--- src/common/rx_config_pkg.sv ---
/*
  Package for the receiver configuration register bank: register offsets,
  field positions, reset values, timing constants and the carrier structs.
  Assumes a 200 MHz core clock and a classic Wishbone slave with 32-bit data.
*/
`default_nettype none
package rx_config_pkg;
  // ----------------------------------------------------------------------
  // Register map (register indices; byte address is index * 4)
  // ----------------------------------------------------------------------
  localparam logic [7:0] IDX_RX_CONTROL = 8'h35;
  localparam logic [7:0] IDX_RX_IGNORE_TIMING = 8'h36;
  localparam logic [7:0] IDX_DECODER_MIN_LEVELS = 8'h37;
  localparam logic [7:0] IDX_RX_INPUT_CONFIG = 8'h38;
  localparam logic [7:0] IDX_IRQ_STATUS = 8'h3d;
  localparam logic [7:0] IDX_IRQ_MASK = 8'h3e;
  localparam int ADDR_W = 10;
  // ----------------------------------------------------------------------
  // Field positions and reset values
  // ----------------------------------------------------------------------
  localparam int CTL_GUARD_BIT = 4;
  localparam int CTL_SUPPRESS_BIT = 3;
  localparam int WAIT_UNIT_BIT = 7;
  localparam int INCFG_SINGLE_BIT = 7;
  localparam int INCFG_ADC_BIT = 6;
  localparam logic [7:0] INCFG_MASK = 8'hf3;
  localparam logic [7:0] CTL_MASK = 8'h1f;
  localparam logic [7:0] RST_RX_CONTROL = 8'h04;
  localparam logic [7:0] RST_IGNORE = 8'h00;
  localparam logic [7:0] RST_LEVELS = 8'h00;
  localparam logic [7:0] RST_INCFG = 8'h10;
  localparam int IRQ_RX_DONE = 0;
  localparam int IRQ_NOISE = 1;
  localparam int IRQ_PROTOCOL = 2;
  localparam logic [2:0] IRQ_USED = 3'h7;
  localparam int NOISE_BYTES = 3;
  // ----------------------------------------------------------------------
  // Timing: carrier unit of 16 / 13.56 MHz in core cycles (round down)
  // ----------------------------------------------------------------------
  localparam int CLK_KHZ = 200000;
  localparam int CARRIER_KHZ = 13560;
  localparam int CARRIER_PERIODS = 16;
  localparam int CARRIER_UNIT_CYC = (CARRIER_PERIODS * CLK_KHZ) / CARRIER_KHZ;
  localparam int GUARD_LIMIT_BITS = 4; // Longest extra guard time, whole bit periods
  // Half bit period in cycles for each baud code; unused codes use the 106 kBd value
  localparam logic [15:0] HALF_BIT_26 = 16'(CLK_KHZ / 52);
  localparam logic [15:0] HALF_BIT_52 = 16'(CLK_KHZ / 104);
  localparam logic [15:0] HALF_BIT_106 = 16'(CLK_KHZ / 212);
  localparam logic [15:0] HALF_BIT_212 = 16'(CLK_KHZ / 424);
  localparam logic [15:0] HALF_BIT_424 = 16'(CLK_KHZ / 848);
  localparam logic [15:0] HALF_BIT_847 = 16'(CLK_KHZ / 1694);

  typedef enum logic [1:0] {SRC_IDLE, SRC_ANALOG, SRC_ENVELOPE, SRC_GENERIC} signal_source_t;
  typedef enum logic [1:0] {COLL_EIGHTH, COLL_QUARTER, COLL_HALF, COLL_OFF} collision_t;

  // Configuration handed to the receive path
  typedef struct packed {
    logic singleInput;
    logic lowPowerCardDetect;
    signal_source_t signalSource;
    logic collisionEnable;
    logic [2:0] collisionShift;
    logic [3:0] decoderMinLevel;
    logic [3:0] phaseDetectorMinLevel;
    logic [2:0] baudCode;
  } rx_cfg_t;

  // Per-cycle events from the receive path
  typedef struct packed {
    logic txEnd;
    logic sof;
    logic byteValid;
    logic byteError;
    logic frameEnd;
    logic charStart;
    logic typeB;
  } rx_evt_t;
endpackage : rx_config_pkg
`default_nettype wire

--- src/rtl/rf_receiver_config_regs.sv ---
/*
  Receiver configuration register bank with ignore window timer, guard time
  check, noise-frame suppression and a masked level interrupt.
  Assumes a classic Wishbone master on clk and receive-path event strobes
  that are synchronous to clk (no synchronisers needed).
*/
// The Wishbone register port was chosen for this implementation.
// Notes on behaviour
// - Guard check: long guard time gives protocol error
// - Error in first three bytes: discard, reset FIFO
// - Short frame after start: noise, no done
// - Baud code selects 26 to 847 kBd
// - Unit zero: count times 16 carrier periods
// - Unit one: count times half bit period
// - Ignore input for window after transmit
// - Decoder minimum level from upper nibble
// - Phase detector minimum level from lower nibble
// - Single-input bit selects quasi-differential input
// - Converter mode bit selects card detection
// - Source field routes signal processing input
// - Collision threshold codes, three disables detection
`timescale 1ns/1ps
`default_nettype none
module rf_receiver_config_regs (
  input wire logic clk,
  input wire logic rst_n,
  input wire logic wb_cyc_i,
  input wire logic wb_stb_i,
  input wire logic wb_we_i,
  input wire logic [rx_config_pkg::ADDR_W-1:0] wb_adr_i,
  input wire logic [31:0] wb_dat_i,
  input wire logic [3:0] wb_sel_i,
  output logic [31:0] wb_dat_o,
  output logic wb_ack_o,
  input wire rx_config_pkg::rx_evt_t rxEvt,
  output rx_config_pkg::rx_cfg_t rxCfg,
  output logic ignoreInput,
  output logic fifoReset,
  output logic dataAccept,
  output logic irq
);
  // --------------------------------------------------------------------
  // Helpers
  // --------------------------------------------------------------------
  // Half a data bit in core cycles for a baud code
  function automatic logic [15:0] halfBit(input logic [2:0] code);
    case (code)
      3'h2: halfBit = rx_config_pkg::HALF_BIT_26;
      3'h3: halfBit = rx_config_pkg::HALF_BIT_52;
      3'h4: halfBit = rx_config_pkg::HALF_BIT_106;
      3'h5: halfBit = rx_config_pkg::HALF_BIT_212;
      3'h6: halfBit = rx_config_pkg::HALF_BIT_424;
      3'h7: halfBit = rx_config_pkg::HALF_BIT_847;
      default: halfBit = rx_config_pkg::HALF_BIT_106;
    endcase
  endfunction : halfBit

  // --------------------------------------------------------------------
  // Register state
  // --------------------------------------------------------------------
  logic [7:0] ctl_r, ctl_nxt;
  logic [7:0] ign_r, ign_nxt;
  logic [7:0] lvl_r, lvl_nxt;
  logic [7:0] incfg_r, incfg_nxt;
  logic [2:0] sts_r, sts_nxt;
  logic [2:0] msk_r, msk_nxt;
  logic ack_r, ack_nxt;
  logic [31:0] rdat_r, rdat_nxt;
  logic [7:0] idx;
  logic wrHit;
  logic [2:0] evtSet;

  assign idx = wb_adr_i[9:2];
  // A write takes effect on the edge that ack is sampled high
  assign wrHit = wb_cyc_i && wb_stb_i && wb_we_i && ack_r && wb_sel_i[0];

  // Bus decode, writes, read mux, sticky status with set over clear
  always_comb begin
    ctl_nxt = ctl_r;
    ign_nxt = ign_r;
    lvl_nxt = lvl_r;
    incfg_nxt = incfg_r;
    msk_nxt = msk_r;
    sts_nxt = sts_r;
    ack_nxt = wb_cyc_i && wb_stb_i && !ack_r;
    rdat_nxt = 32'h0;
    if (wrHit) begin
      case (idx)
        rx_config_pkg::IDX_RX_CONTROL: ctl_nxt = wb_dat_i[7:0] & rx_config_pkg::CTL_MASK;
        rx_config_pkg::IDX_RX_IGNORE_TIMING: ign_nxt = wb_dat_i[7:0];
        rx_config_pkg::IDX_DECODER_MIN_LEVELS: lvl_nxt = wb_dat_i[7:0];
        rx_config_pkg::IDX_RX_INPUT_CONFIG: incfg_nxt = wb_dat_i[7:0] & rx_config_pkg::INCFG_MASK;
        rx_config_pkg::IDX_IRQ_STATUS: sts_nxt = sts_r & ~wb_dat_i[2:0];
        rx_config_pkg::IDX_IRQ_MASK: msk_nxt = wb_dat_i[2:0];
        default: ;
      endcase
    end
    sts_nxt = sts_nxt | evtSet; // Event wins over a clear in the same cycle
    if (wb_cyc_i && wb_stb_i && !wb_we_i && !ack_r) begin
      case (idx)
        rx_config_pkg::IDX_RX_CONTROL: rdat_nxt = {24'h0, ctl_r};
        rx_config_pkg::IDX_RX_IGNORE_TIMING: rdat_nxt = {24'h0, ign_r};
        rx_config_pkg::IDX_DECODER_MIN_LEVELS: rdat_nxt = {24'h0, lvl_r};
        rx_config_pkg::IDX_RX_INPUT_CONFIG: rdat_nxt = {24'h0, incfg_r};
        rx_config_pkg::IDX_IRQ_STATUS: rdat_nxt = {29'h0, sts_r};
        rx_config_pkg::IDX_IRQ_MASK: rdat_nxt = {29'h0, msk_r};
        default: rdat_nxt = 32'h0; // Unmapped reads answer zero
      endcase
    end
  end

  always_ff @(posedge clk or negedge rst_n) begin
    if (!rst_n) begin
      ctl_r <= rx_config_pkg::RST_RX_CONTROL;
      ign_r <= rx_config_pkg::RST_IGNORE;
      lvl_r <= rx_config_pkg::RST_LEVELS;
      incfg_r <= rx_config_pkg::RST_INCFG;
      sts_r <= 3'h0;
      msk_r <= 3'h0;
      ack_r <= 1'b0;
      rdat_r <= 32'h0;
    end else begin
      ctl_r <= ctl_nxt;
      ign_r <= ign_nxt;
      lvl_r <= lvl_nxt;
      incfg_r <= incfg_nxt;
      sts_r <= sts_nxt;
      msk_r <= msk_nxt;
      ack_r <= ack_nxt;
      rdat_r <= rdat_nxt;
    end
  end

  // --------------------------------------------------------------------
  // Post-transmit ignore window
  // --------------------------------------------------------------------
  logic [15:0] unitCnt_r, unitCnt_nxt;
  logic [6:0] winCnt_r, winCnt_nxt;
  logic ignore_r, ignore_nxt;
  logic [15:0] unitLen;

  // Unit length: carrier block or half bit period
  assign unitLen = ign_r[rx_config_pkg::WAIT_UNIT_BIT] ? halfBit(ctl_r[2:0])
                 : 16'(rx_config_pkg::CARRIER_UNIT_CYC);

  // Window counts whole units after the transmit end strobe
  always_comb begin
    unitCnt_nxt = unitCnt_r;
    winCnt_nxt = winCnt_r;
    ignore_nxt = ignore_r;
    if (rxEvt.txEnd) begin
      winCnt_nxt = ign_r[6:0];
      unitCnt_nxt = 16'h0;
      ignore_nxt = (ign_r[6:0] != 7'h0);
    end else if (ignore_r) begin
      if (unitCnt_r >= unitLen - 16'h1) begin
        unitCnt_nxt = 16'h0;
        winCnt_nxt = winCnt_r - 7'h1;
        ignore_nxt = (winCnt_r != 7'h1);
      end else begin
        unitCnt_nxt = unitCnt_r + 16'h1;
      end
    end
  end

  always_ff @(posedge clk or negedge rst_n) begin
    if (!rst_n) begin
      unitCnt_r <= 16'h0;
      winCnt_r <= 7'h0;
      ignore_r <= 1'b0;
    end else begin
      unitCnt_r <= unitCnt_nxt;
      winCnt_r <= winCnt_nxt;
      ignore_r <= ignore_nxt;
    end
  end

  // --------------------------------------------------------------------
  // Frame supervision: noise suppression and guard time
  // --------------------------------------------------------------------
  typedef enum logic [1:0] {FR_IDLE, FR_EARLY, FR_BODY} frame_t;
  frame_t frame_r, frame_nxt;
  logic [1:0] byteCnt_r, byteCnt_nxt;
  logic [23:0] gapCnt_r, gapCnt_nxt;
  logic fifoRst_r, fifoRst_nxt;
  logic accept_r, accept_nxt;
  logic suppress, guardOn, live;
  logic [23:0] gapLimit;

  assign suppress = ctl_r[rx_config_pkg::CTL_SUPPRESS_BIT];
  assign guardOn = ctl_r[rx_config_pkg::CTL_GUARD_BIT] && rxEvt.typeB;
  assign live = !ignore_r; // Input inside the window is dropped
  // Two half bits per bit period, limit in bit periods
  assign gapLimit = 24'(halfBit(ctl_r[2:0])) * 24'(2 * rx_config_pkg::GUARD_LIMIT_BITS);

  always_comb begin
    frame_nxt = frame_r;
    byteCnt_nxt = byteCnt_r;
    gapCnt_nxt = gapCnt_r;
    fifoRst_nxt = 1'b0;
    accept_nxt = 1'b0;
    evtSet = 3'h0;
    case (frame_r)
      FR_IDLE: begin
        if (live && rxEvt.sof) begin
          frame_nxt = suppress ? FR_EARLY : FR_BODY;
          byteCnt_nxt = 2'h0;
          gapCnt_nxt = 24'h0;
        end
      end
      FR_EARLY: begin
        if (live && rxEvt.byteValid && rxEvt.byteError) begin
          frame_nxt = FR_IDLE; // Early error or collision: noise
          fifoRst_nxt = 1'b1;
          evtSet[rx_config_pkg::IRQ_NOISE] = 1'b1;
        end else if (live && rxEvt.frameEnd) begin
          frame_nxt = FR_IDLE; // Short frame, no done
          fifoRst_nxt = 1'b1;
          evtSet[rx_config_pkg::IRQ_NOISE] = 1'b1;
        end else if (live && rxEvt.byteValid) begin
          accept_nxt = 1'b1;
          byteCnt_nxt = byteCnt_r + 2'h1;
          if (byteCnt_r == 2'(rx_config_pkg::NOISE_BYTES - 1)) begin
            frame_nxt = FR_BODY;
          end
        end
      end
      FR_BODY: begin
        if (live && rxEvt.frameEnd) begin
          frame_nxt = FR_IDLE;
          evtSet[rx_config_pkg::IRQ_RX_DONE] = 1'b1;
        end else begin
          accept_nxt = live && rxEvt.byteValid;
          if (live && rxEvt.charStart) begin
            gapCnt_nxt = 24'h0;
          end else if (guardOn && gapCnt_r != 24'hffffff) begin
            gapCnt_nxt = gapCnt_r + 24'h1;
          end
          if (guardOn && live && rxEvt.charStart && gapCnt_r > gapLimit) begin
            evtSet[rx_config_pkg::IRQ_PROTOCOL] = 1'b1; // Guard too long
          end
        end
      end
      default: frame_nxt = FR_IDLE;
    endcase
  end

  always_ff @(posedge clk or negedge rst_n) begin
    if (!rst_n) begin
      frame_r <= FR_IDLE;
      byteCnt_r <= 2'h0;
      gapCnt_r <= 24'h0;
      fifoRst_r <= 1'b0;
      accept_r <= 1'b0;
    end else begin
      frame_r <= frame_nxt;
      byteCnt_r <= byteCnt_nxt;
      gapCnt_r <= gapCnt_nxt;
      fifoRst_r <= fifoRst_nxt;
      accept_r <= accept_nxt;
    end
  end

  // --------------------------------------------------------------------
  // Configuration outputs, registered
  // --------------------------------------------------------------------
  rx_config_pkg::rx_cfg_t cfg_r, cfg_nxt;
  logic irq_r;

  // Decode of fields for the receive path
  always_comb begin
    cfg_nxt.singleInput = incfg_r[rx_config_pkg::INCFG_SINGLE_BIT];
    cfg_nxt.lowPowerCardDetect = incfg_r[rx_config_pkg::INCFG_ADC_BIT];
    cfg_nxt.signalSource = rx_config_pkg::signal_source_t'(incfg_r[5:4]);
    cfg_nxt.collisionEnable = (incfg_r[1:0] != 2'(rx_config_pkg::COLL_OFF));
    cfg_nxt.collisionShift = 3'h3 - 3'(incfg_r[1:0]); // 1/8, 1/4, 1/2 as shift
    cfg_nxt.decoderMinLevel = lvl_r[7:4];
    cfg_nxt.phaseDetectorMinLevel = lvl_r[3:0];
    cfg_nxt.baudCode = ctl_r[2:0];
  end

  always_ff @(posedge clk or negedge rst_n) begin
    if (!rst_n) begin
      cfg_r <= '0;
      irq_r <= 1'b0;
    end else begin
      cfg_r <= cfg_nxt;
      irq_r <= |(sts_nxt & msk_nxt);
    end
  end

  assign rxCfg = cfg_r;
  assign ignoreInput = ignore_r;
  assign fifoReset = fifoRst_r;
  assign dataAccept = accept_r;
  assign irq = irq_r;
  assign wb_ack_o = ack_r;
  assign wb_dat_o = rdat_r;

  // --------------------------------------------------------------------
  // Assertions
  // --------------------------------------------------------------------
  property p_noise_no_done;
    @(posedge clk) disable iff (!rst_n)
      (frame_r == FR_EARLY && live && rxEvt.frameEnd) |=> !sts_r[0] || $past(sts_r[0]);
  endproperty
  a_noise_no_done: assert property (p_noise_no_done) else $error("Done raised on noise");

  property p_early_err_reset;
    @(posedge clk) disable iff (!rst_n)
      (frame_r == FR_EARLY && live && rxEvt.byteValid && rxEvt.byteError) |=> fifoReset;
  endproperty
  a_early_err_reset: assert property (p_early_err_reset) else $error("No FIFO reset");

  property p_window_starts;
    @(posedge clk) disable iff (!rst_n)
      (rxEvt.txEnd && ign_r[6:0] != 7'h0) |=> ignoreInput[*2];
  endproperty
  a_window_starts: assert property (p_window_starts) else $error("Window missing");

  property p_unit_carrier;
    @(posedge clk) disable iff (!rst_n)
      (rxEvt.txEnd && ign_r == 8'h01) |=> ignoreInput[*8] ##227 ignoreInput ##1 !ignoreInput;
  endproperty
  a_unit_carrier: assert property (p_unit_carrier) else $error("Carrier unit wrong");
  property p_reserved_zero;
    @(posedge clk) disable iff (!rst_n)
      (incfg_r[3:2] == 2'h0) && (ctl_r[7:5] == 3'h0);
  endproperty
  a_reserved_zero: assert property (p_reserved_zero) else $error("Reserved bits set");

  property p_levels;
    @(posedge clk) disable iff (!rst_n)
      $past(rst_n) |-> {rxCfg.decoderMinLevel, rxCfg.phaseDetectorMinLevel} == $past(lvl_r);
  endproperty
  a_levels: assert property (p_levels) else $error("Levels mismatch");
  property p_coll_off;
    @(posedge clk) disable iff (!rst_n)
      (incfg_r[1:0] == 2'h3) |=> !rxCfg.collisionEnable;
  endproperty
  a_coll_off: assert property (p_coll_off) else $error("Collision not off");

  property p_modes;
    @(posedge clk) disable iff (!rst_n)
      $changed(incfg_r[7:6]) |=>
        {rxCfg.singleInput, rxCfg.lowPowerCardDetect} == $past(incfg_r[7:6]);
  endproperty
  a_modes: assert property (p_modes) else $error("Mode bits wrong");
  property p_guard_error;
    @(posedge clk) disable iff (!rst_n)
      (frame_r == FR_BODY && guardOn && live && rxEvt.charStart && gapCnt_r > gapLimit
       && !rxEvt.frameEnd) |=> sts_r[2];
  endproperty
  a_guard_error: assert property (p_guard_error) else $error("Guard error missed");

  property p_half_bit;
    @(posedge clk) disable iff (!rst_n)
      (ign_r[7] && ctl_r[2:0] == 3'h7) |-> unitLen == rx_config_pkg::HALF_BIT_847;
  endproperty
  a_half_bit: assert property (p_half_bit) else $error("Half bit unit wrong");
  property p_source;
    @(posedge clk) disable iff (!rst_n)
      $past(rst_n) |-> rxCfg.signalSource == rx_config_pkg::signal_source_t'($past(incfg_r[5:4]));
  endproperty
  a_source: assert property (p_source) else $error("Source wrong");
endmodule : rf_receiver_config_regs
`default_nettype wire

--- config.mk ---
export PLATFORM = sky130hd
export DESIGN_NAME = rf_receiver_config_regs
export DESIGN_NICKNAME = d
export VERILOG_FILES = /design/src/common/rx_config_pkg.sv /design/src/rtl/rf_receiver_config_regs.sv
export SDC_FILE = /design/constraint.sdc
export NUM_CORES = 1
export LEC_CHECK = 0
export ABC_AREA = 1
export BUFFER_PORTS_ARGS = -buffer_cell sky130_fd_sc_hd__clkbuf_2
export CORE_ASPECT_RATIO = 1.75
export CORE_MARGIN = 5
export CORE_UTILIZATION = 57
export DETAILED_ROUTE_END_ITERATION = 10
export GPL_ROUTABILITY_DRIVEN = 0
export PLACE_DENSITY = 0.81
export SKIP_CTS_REPAIR_TIMING = 1
export SLEW_MARGIN = 40
export SYNTH_ARGS = -nofsm -noshare
export SYNTH_HDL_FRONTEND = slang
export SYNTH_SLANG_ARGS = --single-unit
--- constraint.sdc ---
create_clock -name clk -period 3.4 [get_ports clk]
set_input_delay 0.34 -clock clk [delete_from_list [all_inputs] [get_ports clk]]
set_output_delay 0.34 -clock clk [all_outputs]
set_load 0.005 [all_outputs]
==> flow_metrics.env <==
export IMPL_status="completed"
export IMPL_synth_top_area_share=0.434
export IMPL_wl_met2_um=8320
export IMPL_hold_viol_final=0
export IMPL_pwr_share_clk=0.450
export IMPL_overflow=0
export IMPL_grt_start_max_net_pins=65
export IMPL_ys_warn_count=0
export IMPL_antenna_cells_inserted=0
export IMPL_min_period_over_period=0.852
export IMPL_portBuffers=59
export IMPL_min_path_type="in2reg"
export IMPL_route_detailed_wl_per_inst_um=14.6
export IMPL_power_density_nw_per_um2=529
export IMPL_p_int_w=0.00273
export IMPL_endpoint="unitCnt_r[12]$_DFFE_PN0P_"
export IMPL_syn_area_per_cell_um2=7.75
export IMPL_synthCells=841
export IMPL_ir_worst_vdd_mv=0.497
export IMPL_dieWidth_um=90.9
export IMPL_synth_area_leaders="dfrtp_1, nand2_1, inv_1"
export IMPL_clk_pin_slew_ns=0.06
export IMPL_cts_tree="done"
export IMPL_drc=0
export IMPL_synth_top_flop_cell="dfrtp_1"
export IMPL_finalSetupViolCount=0
export IMPL_num_rows=51
export IMPL_cp_start_kind="register"
export IMPL_cts_max_path_buffers=2
export IMPL_synth_edff_count=0
export IMPL_seqCellArea_um2=2880
export IMPL_synthToLayoutAreaGrowth_pct=14.3
export IMPL_required_ns=3.75
export IMPL_h_tree_depth=4
export IMPL_finalPower_w=0.00394
export IMPL_final_max_slew_viol_count=0
export IMPL_p_leak_nw=3.78
export IMPL_end_kind="register"
export IMPL_startpoint="ctl_r[2]$_DFFE_PN1P_"
export IMPL_grt_setup_unrepaired="no"
export IMPL_die_h_um=151
export IMPL_maxCapViolCount=0
export IMPL_initial_core_util=0.584
export IMPL_dr_wl_met3_um=600
export IMPL_drt_iter0_drc=262
export IMPL_n_fill_cell=947
export IMPL_ant_nets=0
export IMPL_seqPwrFrac=0.383
export IMPL_antenna_found_initial=0
export IMPL_fin_tns_setup_ns=0
export IMPL_grt_pass1_vias=5496
export IMPL_synth_seq_cells=115
export IMPL_reg2reg_setup_slack_ns=0.50
export IMPL_ys_types=44
export IMPL_syn_area_um2=6520
export IMPL_dp_hpwl_um=11500
export IMPL_timing_rr_start="ctl_r[2]$_DFFE_PN1P_"
export IMPL_rr_endpoint="unitCnt_r[12]$_DFFE_PN0P_"
export IMPL_synth_top_area_cell="dfrtp_1"
export IMPL_fmax_mhz=345
export IMPL_drt_met1_wl_um=5430
export IMPL_holdPathStages=3
export IMPL_worst_path_max_fanout=10
export IMPL_relSlewSlack=0.593
export IMPL_cts_sinks=115
export IMPL_critical_path_class="reg2reg"
export IMPL_via_per_inst=5.38
export IMPL_switchingPower_w=0.00121
export IMPL_first_pass_iters=5
export IMPL_clock_latency_ns=0.42
export IMPL_worst_slew_pin_slew_ns=0.611
export IMPL_fin_crit_ns=2.90
export IMPL_grt_usage=0.225
export IMPL_multi_input_area_um2=3040
export IMPL_vias=5652
export IMPL_arrival_ns=3.25
export IMPL_finClkSkew_ns=0.00934
export IMPL_switching_share=0.307
export IMPL_async_reset_ff_frac=1.00
export IMPL_numCtsBuffers=17
export IMPL_cts_root_buf="clkbuf_16"
export IMPL_wl_um=15300
export IMPL_die_area_um2=13800
export IMPL_ff2ff_path_depth=14
export IMPL_yosysSeqAreaShare=0.442
export IMPL_grt_pass1_wl_um=24500
export IMPL_io_pins=114
export IMPL_nets=995
export IMPL_hold_path_startpoint="wb_stb_i"
export IMPL_coreArea_um2=11200
export IMPL_p_comb_frac=0.166
export IMPL_top_layer_used="met4"
export IMPL_drive_gt1_frac=0.119
==> cells by family after synthesis <==
| logic type | Yosys count | share of synthesized area |
|---|---|---|
| other | 1 | 0.000575 |
| adder cells (fa/ha/maj) | 31 | 0.0595 |
| AND/OR/NAND/NOR | 400 | 0.259 |
| buffers and inverters | 152 | 0.105 |
| flip-flops | 115 | 0.442 |
| XOR/XNOR | 23 | 0.0309 |
| AO/OA/AOI/OAI | 119 | 0.103 |
==> cell usage after synthesis (18+ instances only) <==
cell,instances
nand2_1,222
o21ai_0,65
a21oi_1,24
ha_1,31
dfrtp_1,113
inv_1,106
nand3_1,35
nand4_1,24
nor2_1,79
buf_4,25
xor2_1,18
nor3_1,28
==> power groups by stage <==
| stage | registers (W) | clock network (W) | logic, W |
|---|---|---|---|
| 3_5_place_dp | 0.00153 | 0 | 0.000648 |
| 2_1_floorplan | 0.00151 | 0 | 0.000524 |
| 4_1_cts | 0.00151 | 0.00178 | 0.000655 |
| 6_report | 0.00151 | 0.00177 | 0.000655 |
| 5_1_grt | 0.00152 | 0.00186 | 0.000739 |
| 3_3_place_gp | 0.00153 | 0 | 0.000637 |
==> placed cells by master, fill, tap and decap left out, types with 3 or more instances in the layout <==
cell type  count
nand2_1      222
dfrtp_1      113
inv_1        106
nor2_1        79
o21ai_0       65
clkbuf_2      58
nand3_1       35
ha_1          31
nor3_1        28
conb_1        25
a21oi_1       24
nand4_1       24
xor2_1        18
clkbuf_16     17
xnor2_1        5
clkinv_4       5
a211oi_1       4
a21o_1         4
o21bai_1       3
a221oi_1       3
inv_2          3
o21ai_1        3
inv_6          3
buf_4          3
==> through the flow <==
step | hold WS [ns] | setup slack, ns | std cells | area (um^2) | utilization
finish | 0.166 | 0.502 | 1051 | 7450 | 0.667
global route | 0.180 | 0.164 | 1051 | 7450 | 0.667
CTS | -0.0552 | 0.496 | 1050 | 7440 | 0.666
detailed placement | 0.379 | 0.594 | 1018 | 6850 | 0.613
global placement | 0.388 | 0.675 | 1018 | 6840 | 0.613
floorplan | 0.0444 | 0.931 | 865 | 6610 | -
==> registers in the layout, indices dropped and copies added (netlist names) <==
register	cells
incfg_r	6
irq	1
winCnt_r	7
wb_ack_o	1
frame_r	2
sts_r	3
ignoreInput	1
dataAccept	1
fifoReset	1
gapCnt_r	24
lvl_r	8
ctl_r	5
msk_r	3
rxCfg	18
unitCnt_r	16
wb_dat_o	8
ign_r	8
byteCnt_r	2
==> routing by layer <==
layer | up-vias | GRT usage
li1 | 2799 | -
met1 | 2619 | 0.224
met2 | 161 | 0.414
met3 | 73 | 0.0484
met4 | 0 | 0.153
met5 | - | 0
==> worst max-delay path, stage by stage (launching register included) <==
cell      delay (ns)
dfstp_2         0.58
nand2_1         0.14
nand2_1         0.18
nand2_1         0.11
nor2_1          0.22
ha_1            0.31
a21oi_1         0.18
o21a_1          0.15
nand2_1         0.08
nand2_1         0.08
nand4_1         0.07
nand2_1         0.09
clkinv_1        0.26
buf_4           0.27
nor2_1          0.11
==> final cells by class <==
class	instances	share of cell area
multi-input combinational	598	0.409
sequential	115	0.387
clock buffer	18	0.0589
inverter	110	0.0554
timing repair buffer	64	0.0475
tap	132	0.0222
clock inverter	14	0.0208
==> how the worst min path moves through the flow <==
| stage | to | slack (ns) |
|---|---|---|
| 5_1_grt | wb_ack_o$_DFF_PN0_ | 0.18 |
| 3_5_place_dp | gapCnt_r[9]$_DFFE_PN0P_ | 0.38 |
| 2_1_floorplan | byteCnt_r[0]$_DFFE_PN0P_ | 0.04 |
| 3_3_place_gp | rxCfg[5]$_DFF_PN0_ | 0.39 |
| 6_report | wb_ack_o$_DFF_PN0_ | 0.17 |
| 4_1_cts | unitCnt_r[10]$_DFFE_PN0P_ | -0.06 |
Power figures use the tool's default switching activity.
